===== src/core/adc_seq_params.svh =====
`ifndef ADC_SEQ_PARAMS_SVH
`define ADC_SEQ_PARAMS_SVH

// register byte offsets
`define CTRL_OFS       8'h00
`define STATUS_OFS     8'h04
`define RESULT_OFS     8'h08
`define IRQ_STAT_OFS   8'h0c
`define IRQ_MASK_OFS   8'h10

// control register fields
`define CTRL_CONT_BIT  0
`define CTRL_START_BIT 1
`define CTRL_EN_BIT    2
`define CTRL_FS_LSB    4
`define CTRL_OSR_LSB   8
`define CTRL_NEL_LSB   12
`define CTRL_CBIAS_LSB 16
`define CTRL_ABIAS_LSB 18
`define CTRL_STAGE_LSB 20
`define CTRL_WMASK     32'h00ff_3737
`define CTRL_RST       32'h0000_0000

// status and interrupt bits
`define STAT_BUSY_BIT  0
`define STAT_PEND_BIT  1
`define IRQ_DONE_BIT   0
`define IRQ_OVR_BIT    1

// timing: system clock and slowest sampling rate
`define CLK_HZ         200000000
`define FS_BASE_HZ     62500
`define FS_DIV_BASE    (`CLK_HZ / `FS_BASE_HZ)
`define OSR_BASE       14'd8

// full-scale result codes and bus answers
`define RES_MAX        16'h7fff
`define RES_MIN        16'h8000
`define RESP_OKAY      2'h0
`define RESP_SLVERR    2'h2

`endif


===== src/core/adc_seq_pkg.sv =====
package adc_seq_pkg;

  // sequencer states, one-hot
  typedef enum logic [1:0] {
    SEQ_IDLE = 2'b01,
    SEQ_RUN  = 2'b10
  } seq_state_t;

  // settings driven to the analog chain
  typedef struct packed {
    logic [3:0] stage_en;
    logic       converter_en;
    logic [1:0] converter_bias_sel;
    logic [1:0] amplifier_bias_sel;
  } analog_ctrl_t;

  // whole state of the sequencer and its bus slave
  typedef struct packed {
    seq_state_t  st;
    logic [31:0] ctrl;
    logic [15:0] result;
    logic [1:0]  stat;
    logic [1:0]  mask;
    logic        irq;
    logic [11:0] div_cnt;
    logic [11:0] div_len;
    logic [13:0] smp_cnt;
    logic [13:0] smp_total;
    logic [3:0]  force_len;
    logic        tick;
    logic        done;
    logic        aw_held;
    logic        w_held;
    logic [7:0]  awaddr;
    logic [31:0] wdata;
    logic [3:0]  wstrb;
    logic        awready;
    logic        wready;
    logic        bvalid;
    logic [1:0]  bresp;
    logic        arready;
    logic        rvalid;
    logic [31:0] rdata;
    logic [1:0]  rresp;
  } core_state_t;

endpackage


===== src/core/adc_conversion_sequencer.sv =====
// Function
// - two modes only, repeated or on request, chosen by the continuous bit.
// - repeated mode restarts a conversion right after the previous completes.
// - each completion loads the result register and pulses conversion done.
// - request mode starts only on the start bit; same internal sequence.
// - every conversion lasts the same time set by ratio, count and rate.
// - result is 16-bit two's complement.
// - overrange clamps to 0x7fff or 0x8000.
// - below 16-bit resolution low bits forced to one followed by zeros.
// - converter bias field selects quarter, half or full bias.
// - amplifier bias field selects quarter, half or full bias.
// - amplifier stages and converter can be switched off while idle.
// - rate field gives 62.5, 125, 250 or 500 kHz from the oscillator.
// - ratio is two to the power of code plus three, 8 to 1024.
// - elementary count is two to the power of code, 1 to 8.
// - duration is count times ratio plus one, plus one sample period.
`timescale 1ns/100ps
`default_nettype none
`include "adc_seq_params.svh"

module adc_conversion_sequencer
  import adc_seq_pkg::*;
#(
  parameter int RAW_W = 20
) (
  input  wire logic                    aclk,
  input  wire logic                    aresetn,
  input  wire logic                    awvalid,
  output logic                         awready,
  input  wire logic [7:0]              awaddr,
  input  wire logic                    wvalid,
  output logic                         wready,
  input  wire logic [31:0]             wdata,
  input  wire logic [3:0]              wstrb,
  output logic                         bvalid,
  input  wire logic                    bready,
  output logic [1:0]                   bresp,
  input  wire logic                    arvalid,
  output logic                         arready,
  input  wire logic [7:0]              araddr,
  output logic                         rvalid,
  input  wire logic                    rready,
  output logic [31:0]                  rdata,
  output logic [1:0]                   rresp,
  input  wire logic signed [RAW_W-1:0] raw_value,
  output analog_ctrl_t                 analog_ctrl,
  output logic                         sample_tick,
  output logic                         conv_run,
  output logic                         conv_done,
  output logic                         irq
);

  localparam logic [RAW_W-1:0] RAW_MAX = {{(RAW_W-16){1'b0}}, `RES_MAX};
  localparam logic [RAW_W-1:0] RAW_MIN = {{(RAW_W-16){1'b1}}, `RES_MIN};

  core_state_t s;
  core_state_t n;

  // count of low bits forced for each ratio and count setting
  function automatic logic [3:0] force_bits(input logic [2:0] oversampling_ratio,
                                            input logic [1:0] nel);
    logic [3:0] len;
    len = 4'd0;
    unique case ({oversampling_ratio, nel})
      5'b000_00: len = 4'd9;
      5'b000_01: len = 4'd8;
      5'b000_10: len = 4'd7;
      5'b000_11: len = 4'd7;
      5'b001_00: len = 4'd7;
      5'b001_01: len = 4'd7;
      5'b001_10: len = 4'd6;
      5'b001_11: len = 4'd5;
      5'b010_00: len = 4'd6;
      5'b010_01: len = 4'd5;
      5'b010_10: len = 4'd4;
      5'b010_11: len = 4'd3;
      5'b011_00: len = 4'd4;
      5'b011_01: len = 4'd3;
      5'b011_10: len = 4'd2;
      5'b011_11: len = 4'd1;
      5'b100_00: len = 4'd2;
      5'b100_01: len = 4'd1;
      default:   len = 4'd0;
    endcase
    return len;
  endfunction

  // byte-lane merge of a write
  function automatic logic [31:0] merge(input logic [31:0] old,
                                        input logic [31:0] data,
                                        input logic [3:0]  strb);
    logic [31:0] v;
    v = old;
    for (int i = 0; i < 4; i++) begin
      if (strb[i]) begin
        v[8*i +: 8] = data[8*i +: 8];
      end
    end
    return v;
  endfunction

  logic [2:0]        osr_sel;
  logic [1:0]        nel_sel;
  logic [1:0]        fs_sel;
  logic              cont;
  logic              en;
  logic              start_ok;
  logic              do_wr;
  logic [31:0]       wval;
  logic [1:0]        clr;
  logic [1:0]        set;
  logic [15:0]       clamped;
  logic [15:0]       fmsk;
  logic signed [RAW_W-1:0] rmax;
  logic signed [RAW_W-1:0] rmin;

  // configuration fields in use
  assign osr_sel = s.ctrl[`CTRL_OSR_LSB +: 3];
  assign nel_sel = s.ctrl[`CTRL_NEL_LSB +: 2];
  assign fs_sel  = s.ctrl[`CTRL_FS_LSB +: 2];
  assign cont    = s.ctrl[`CTRL_CONT_BIT];
  assign en      = s.ctrl[`CTRL_EN_BIT];
  assign rmax    = RAW_MAX;
  assign rmin    = RAW_MIN;

  // next state
  always_comb begin
    n      = s;
    n.tick = 1'b0;
    n.done = 1'b0;
    clr    = 2'b00;
    set    = 2'b00;
    wval   = merge(s.wdata & 32'h0, s.wdata, s.wstrb);
    do_wr  = s.aw_held && s.w_held && !s.bvalid;
    start_ok = 1'b0;
    clamped  = 16'h0;
    fmsk     = 16'h0;

    // write channels
    if (awvalid && s.awready) begin
      n.aw_held = 1'b1;
      n.awaddr  = awaddr;
    end
    if (wvalid && s.wready) begin
      n.w_held = 1'b1;
      n.wdata  = wdata;
      n.wstrb  = wstrb;
    end
    if (s.bvalid && bready) begin
      n.bvalid = 1'b0;
    end
    if (do_wr) begin
      n.aw_held = 1'b0;
      n.w_held  = 1'b0;
      n.bvalid  = 1'b1;
      n.bresp   = `RESP_OKAY;
      unique case (s.awaddr)
        `CTRL_OFS: begin
          n.ctrl = merge(s.ctrl, s.wdata, s.wstrb) & `CTRL_WMASK;
          if (s.st == SEQ_RUN) begin
            n.ctrl[`CTRL_START_BIT] = s.ctrl[`CTRL_START_BIT];
          end
        end
        `IRQ_STAT_OFS: clr = wval[1:0];
        `IRQ_MASK_OFS: n.mask = s.wstrb[0] ? s.wdata[1:0] : s.mask;
        `STATUS_OFS, `RESULT_OFS: ;
        default: n.bresp = `RESP_SLVERR;
      endcase
    end

    // read channel
    if (s.rvalid && rready) begin
      n.rvalid = 1'b0;
    end
    if (arvalid && s.arready) begin
      n.rvalid = 1'b1;
      n.rresp  = `RESP_OKAY;
      unique case (araddr)
        `CTRL_OFS:     n.rdata = s.ctrl;
        `STATUS_OFS:   n.rdata = {30'h0, s.ctrl[`CTRL_START_BIT], s.st[1]};
        `RESULT_OFS:   n.rdata = {16'h0, s.result};
        `IRQ_STAT_OFS: n.rdata = {30'h0, s.stat};
        `IRQ_MASK_OFS: n.rdata = {30'h0, s.mask};
        default: begin
          n.rdata = 32'h0;
          n.rresp = `RESP_SLVERR;
        end
      endcase
    end

    // sequencer
    start_ok = en && (cont || s.ctrl[`CTRL_START_BIT]);
    unique case (s.st)
      SEQ_IDLE: begin
        if (start_ok) begin
          n.st        = SEQ_RUN;
          n.div_cnt   = 12'h0;
          n.smp_cnt   = 14'h0;
          n.div_len   = 12'(`FS_DIV_BASE >> fs_sel);
          n.smp_total = (((`OSR_BASE << osr_sel) + 14'h1) << nel_sel)
                        + 14'h1;
          n.force_len = force_bits(osr_sel, nel_sel);
        end
      end
      SEQ_RUN: begin
        if (!en) begin
          n.st = SEQ_IDLE;
          n.ctrl[`CTRL_START_BIT] = 1'b0;
        end else if (s.div_cnt == s.div_len - 12'h1) begin
          n.div_cnt = 12'h0;
          n.tick    = 1'b1;
          n.smp_cnt = s.smp_cnt + 14'h1;
          if (s.smp_cnt == s.smp_total - 14'h1) begin
            // saturate on overrange, otherwise force non-significant bits
            if ($signed(raw_value) > rmax) begin
              clamped = `RES_MAX;
              set[`IRQ_OVR_BIT] = 1'b1;
            end else if ($signed(raw_value) < rmin) begin
              clamped = `RES_MIN;
              set[`IRQ_OVR_BIT] = 1'b1;
            end else begin
              fmsk    = (16'h1 << s.force_len) - 16'h1;
              clamped = (raw_value[15:0] & ~fmsk)
                        | (fmsk ^ (fmsk >> 1));
            end
            n.result = clamped;
            n.done   = 1'b1;
            set[`IRQ_DONE_BIT] = 1'b1;
            n.ctrl[`CTRL_START_BIT] = 1'b0;
            n.smp_cnt = 14'h0;
            if (cont) begin
              n.div_len   = 12'(`FS_DIV_BASE >> fs_sel);
              n.smp_total = (((`OSR_BASE << osr_sel) + 14'h1) << nel_sel)
                            + 14'h1;
              n.force_len = force_bits(osr_sel, nel_sel);
            end else begin
              n.st = SEQ_IDLE;
            end
          end
        end else begin
          n.div_cnt = s.div_cnt + 12'h1;
        end
      end
      default: n.st = SEQ_IDLE;
    endcase

    // sticky flags, set beats clear
    n.stat    = (s.stat & ~clr) | set;
    n.irq     = |(n.stat & n.mask);
    n.awready = !n.aw_held && !n.bvalid;
    n.wready  = !n.w_held && !n.bvalid;
    n.arready = !n.rvalid;
  end

  // state register
  always_ff @(posedge aclk) begin
    if (!aresetn) begin
      s      <= '0;
      s.st   <= SEQ_IDLE;
      s.ctrl <= `CTRL_RST;
    end else begin
      s <= n;
    end
  end

  // outputs straight from state
  assign awready = s.awready;
  assign wready  = s.wready;
  assign bvalid  = s.bvalid;
  assign bresp   = s.bresp;
  assign arready = s.arready;
  assign rvalid  = s.rvalid;
  assign rdata   = s.rdata;
  assign rresp   = s.rresp;
  assign sample_tick = s.tick;
  assign conv_run    = s.st[1];
  assign conv_done   = s.done;
  assign irq         = s.irq;
  assign analog_ctrl = {s.ctrl[`CTRL_STAGE_LSB +: 4],
                        s.ctrl[`CTRL_EN_BIT],
                        s.ctrl[`CTRL_CBIAS_LSB +: 2],
                        s.ctrl[`CTRL_ABIAS_LSB +: 2]};

  // helper counters for timing checks
  logic [25:0] h_cyc;
  logic [11:0] h_gap;
  always_ff @(posedge aclk) begin
    if (!aresetn || !s.st[1]) begin
      h_cyc <= 26'h0;
      h_gap <= 12'h0;
    end else begin
      h_cyc <= s.done ? 26'h1 : h_cyc + 26'h1;
      h_gap <= s.tick ? 12'h1 : h_gap + 12'h1;
    end
  end
endmodule

`default_nettype wire


===== config.mk =====
export PLATFORM = sky130hd
export DESIGN_NAME = adc_conversion_sequencer
export DESIGN_NICKNAME = d
export VERILOG_FILES = /design/src/core/adc_seq_pkg.sv /design/src/core/adc_conversion_sequencer.sv
export VERILOG_INCLUDE_DIRS = /design/src /design/src/core
export SDC_FILE = /design/constraint.sdc
export NUM_CORES = 1
export LEC_CHECK = 0
export BUFFER_PORTS_ARGS = -buffer_cell sky130_fd_sc_hd__buf_2
export CORE_MARGIN = 5
export CORE_UTILIZATION = 57
export CTS_CLUSTER_SIZE = 16
export DETAILED_ROUTE_END_ITERATION = 16
export PLACE_DENSITY = 0.88
export SLEW_MARGIN = 20
export SYNTH_ARGS = -nofsm -noshare
export SYNTH_HDL_FRONTEND = slang
export SYNTH_SLANG_ARGS = --single-unit

===== constraint.sdc =====
create_clock -name aclk -period 3.3 [get_ports aclk]
set_input_delay 0.495 -clock aclk [delete_from_list [all_inputs] [get_ports aclk]]
set_output_delay 0.495 -clock aclk [all_outputs]
set_load 0.01 [all_outputs]

==> run metrics <==
Most Frequent Cell on Critical Path buf_4; register area roughly 0.0032 mm²; Starting Density just under 60%; post-synthesis adder-cell area fraction 2.15%; Max clock buf depth 2; sequential-to-total area share from yosys stat 39.6%; pin count of the biggest net entering global routing 52; DRC 0; Req. time, crit path about 3600 ps; number of fill cells 1093; delay of the slowest critical-path stage 360 ps; Routed Antenna Nets 0; Crit Path Class reg -> reg; Yosys reg bits between 150 and 200; crit path max-delay cell type nor4b_4; crit path time final 3110 ps; Multi-input gate area 0.00433 mm²; clock latency on the worst-skew pair 430 ps; Levels on crit path 13; worst hold path depth 3; FFs w/ async S/R, synth 0%; vias in the first global route 6858; # IOs around 130; DRT Pass-1 Iters 6; number of diodes 0; clk slew on worst S/H paths 70 ps; Initial DRC Count 770; CP Launch Type flop; Post-CTS Resized 0; Worst Max-Slew Pin Slew 806 ps; predominant post-synthesis flop cell dfxtp_1; GRT Resource Usage Total 24.5%; cts bufs inserted 17; Crit. End Element flop; layout cells sized above 1 17.0%; Yosys top cell area share 39.6%; RSZ-0062 raised after global routing false; synth top area cells dfxtp_1, nor2_1, nand2_1; Syn Inst Count 991; largest family of logic cells by synthesized area simple AND/OR/NAND/NOR gates; R2R cell count 13; post-synthesis compound-gate area fraction 16.7%; # rows 43; area leader, netlist dfxtp_1; critical path, cell by cell inv_1 > ha_1 > nor4b_4 > buf_4 > o2111ai_1 > a21boi_0 > o21ai_1 > nand3_2 > buf_4 > nor2_1 > buf_4 > o211ai_1 > o211a_1; Worst EP arrival 3440 ps; # nets final 1136; LEAKAGE between 3 and 4 nW; Ys Warns 0; Max-Slew Margin vs Limit 46.3%; chip width between 100 and 150 µm; DIE AREA 0.0168 mm²; xor and xnor area share after synthesis under 10%; routed vias ~7300; synthesized area 0.00813 mm²; dpl hpwl 14000 µm; Fmax achieved between 300 and 400 MHz; Avg Synthesized Cell Area between 8 and 9 µm²; hold crit path type in -> reg; die height 129 µm; overflow left after global routing 0; max-slew violations 0; Post-CTS Hold Buffers 0; Placer Congestion 0.868; clock skew 8.97 ps; CTS HTree Levels 4; outcome finished clean; CP max FO 18; Port-buffer cells 107; first-pass GRT wire length 33200 µm; hold_ws 296 ps; max-cap viol count 0; final setup fails 0; Final Hold Fails 0; synthesis-to-finish area growth 12.6%; Total Wirelength 20400 µm; number of antenna violations at the first check in global routing 0; EDFF count, synth 0; TritonCTS clock tree built; Power Dens Cells 467 mW/mm²; fin crit share 94.3%; Cell variety after synth around 70; clock sinks 161; post-synthesis mux area share under 10%; CP top delay family compound AO/OA/AOI/OAI gates; setup tns final 0 ps; Worst VDD drop about 0.44 mV; drt wl/cell ~17 µm; Root Buffer clkbuf_16; mean number of vias per cell 5.91; core area 0.0139 mm²; Power Total 4.28 mW; CP bufs+invs 4; simple-gate share of the synthesized area 23.6%
registers in the layout, indices dropped and copies added, names as in the netlist, 2 cells and up, named ones only:
signal       count
rdata           24
s              105
fs_sel           2
nel_sel          2
osr_sel          3
analog_ctrl      9
layout by cell type, fill, tap and decap left out, types with 14 or more instances in the layout:
cell         n
nor3_1      25
buf_2      107
a21oi_1     81
a22oi_1     15
dfxtp_1    161
nand2_1    121
inv_1       17
xor2_1      26
nand3_1     49
nor2_1     127
buf_4       19
xnor2_1     29
mux2i_1     29
clkbuf_16   17
ha_1        14
path summary, 6_finish.rpt:
path	from	endpoint	slack, ps
setup / recovery	s[93]	s[151]	190
hold / removal	awaddr[5]	s[82]	300
setup reg to reg	s[93]	s[151]	190
hold reg to reg	s[65]	s[65]	460
logic make-up after synthesis:
kind of cell / Yosys count
AND/OR/NAND/NOR: 410
AO/OA/AOI/OAI: 197
flip-flops: 161
buffers and inverters: 121
XOR/XNOR: 55
multiplexers: 32
adder cells (fa/ha/maj): 14
other: 1
cells in the mapped netlist (all sizes together) (16+ instances only):
library cell / n
xnor2: 29
clkbuf: 45
o21ai: 16
a21oi: 81
inv: 19
nor2: 127
nor3: 25
nand3: 51
mux2i: 29
xor2: 26
nand2: 121
buf: 57
dfxtp: 161
power by group:
part / switching [mW] / internal (mW)
clock network: 0.868 / 1.24
logic: 0.120 / 0.0679
registers: 0.0160 / 1.97
total: 1.00 / 3.27
stage by stage:
| step | instance area [µm²] | utilization (%) | cells | worst slack, ps |
|---|---|---|---|---|
| floorplan | 8170 | - | 1000 | 628 |
| global placement | 8520 | 61.1 | 1203 | 394 |
| detailed placement | 8520 | 61.1 | 1203 | 250 |
| CTS | 9150 | 65.7 | 1234 | 161 |
| global route | 9160 | 65.7 | 1235 | 1.09 |
| finish | 9160 | 65.7 | 1235 | 189 |
layer usage:
| metal | vias up | part of all wire, % | GRT usage, % |
|---|---|---|---|
| li1 | 3516 | - | - |
| met1 | 3415 | 41 | 31.7 |
| met2 | 327 | 48 | 40.1 |
| met3 | 45 | 8.5 | 6.72 |
| met4 | 0 | 2.1 | 7.64 |
| met5 | - | 0 | 0 |
cell type report:
| cell class | count | area share, % |
|---|---|---|
| Multi-Input combinational cell | 718 | 47.2 |
| Sequential cell | 161 | 35.2 |
| Inverter | 19 | 0.792 |
| Clock buffer | 18 | 4.80 |
| Clock inverter | 13 | 2.12 |
| Timing Repair Buffer | 126 | 7.41 |
| Tap cell | 180 | 2.46 |
worst register-to-register path, delay by kind of cell, from the launching register on:
kind | cells | cell delay, ps
compound gates | 5 | 950
buf+inv | 4 | 770
simple gates | 3 | 670
flops | 1 | 350
fa+ha+maj | 1 | 270
what timing repair did:
action	4_1_cts	5_1_grt
endpoints found under the hold margin	0	0
setup buffers	0	1
endpoints found under the setup margin	0	5
Power figures use the tool's default switching activity.
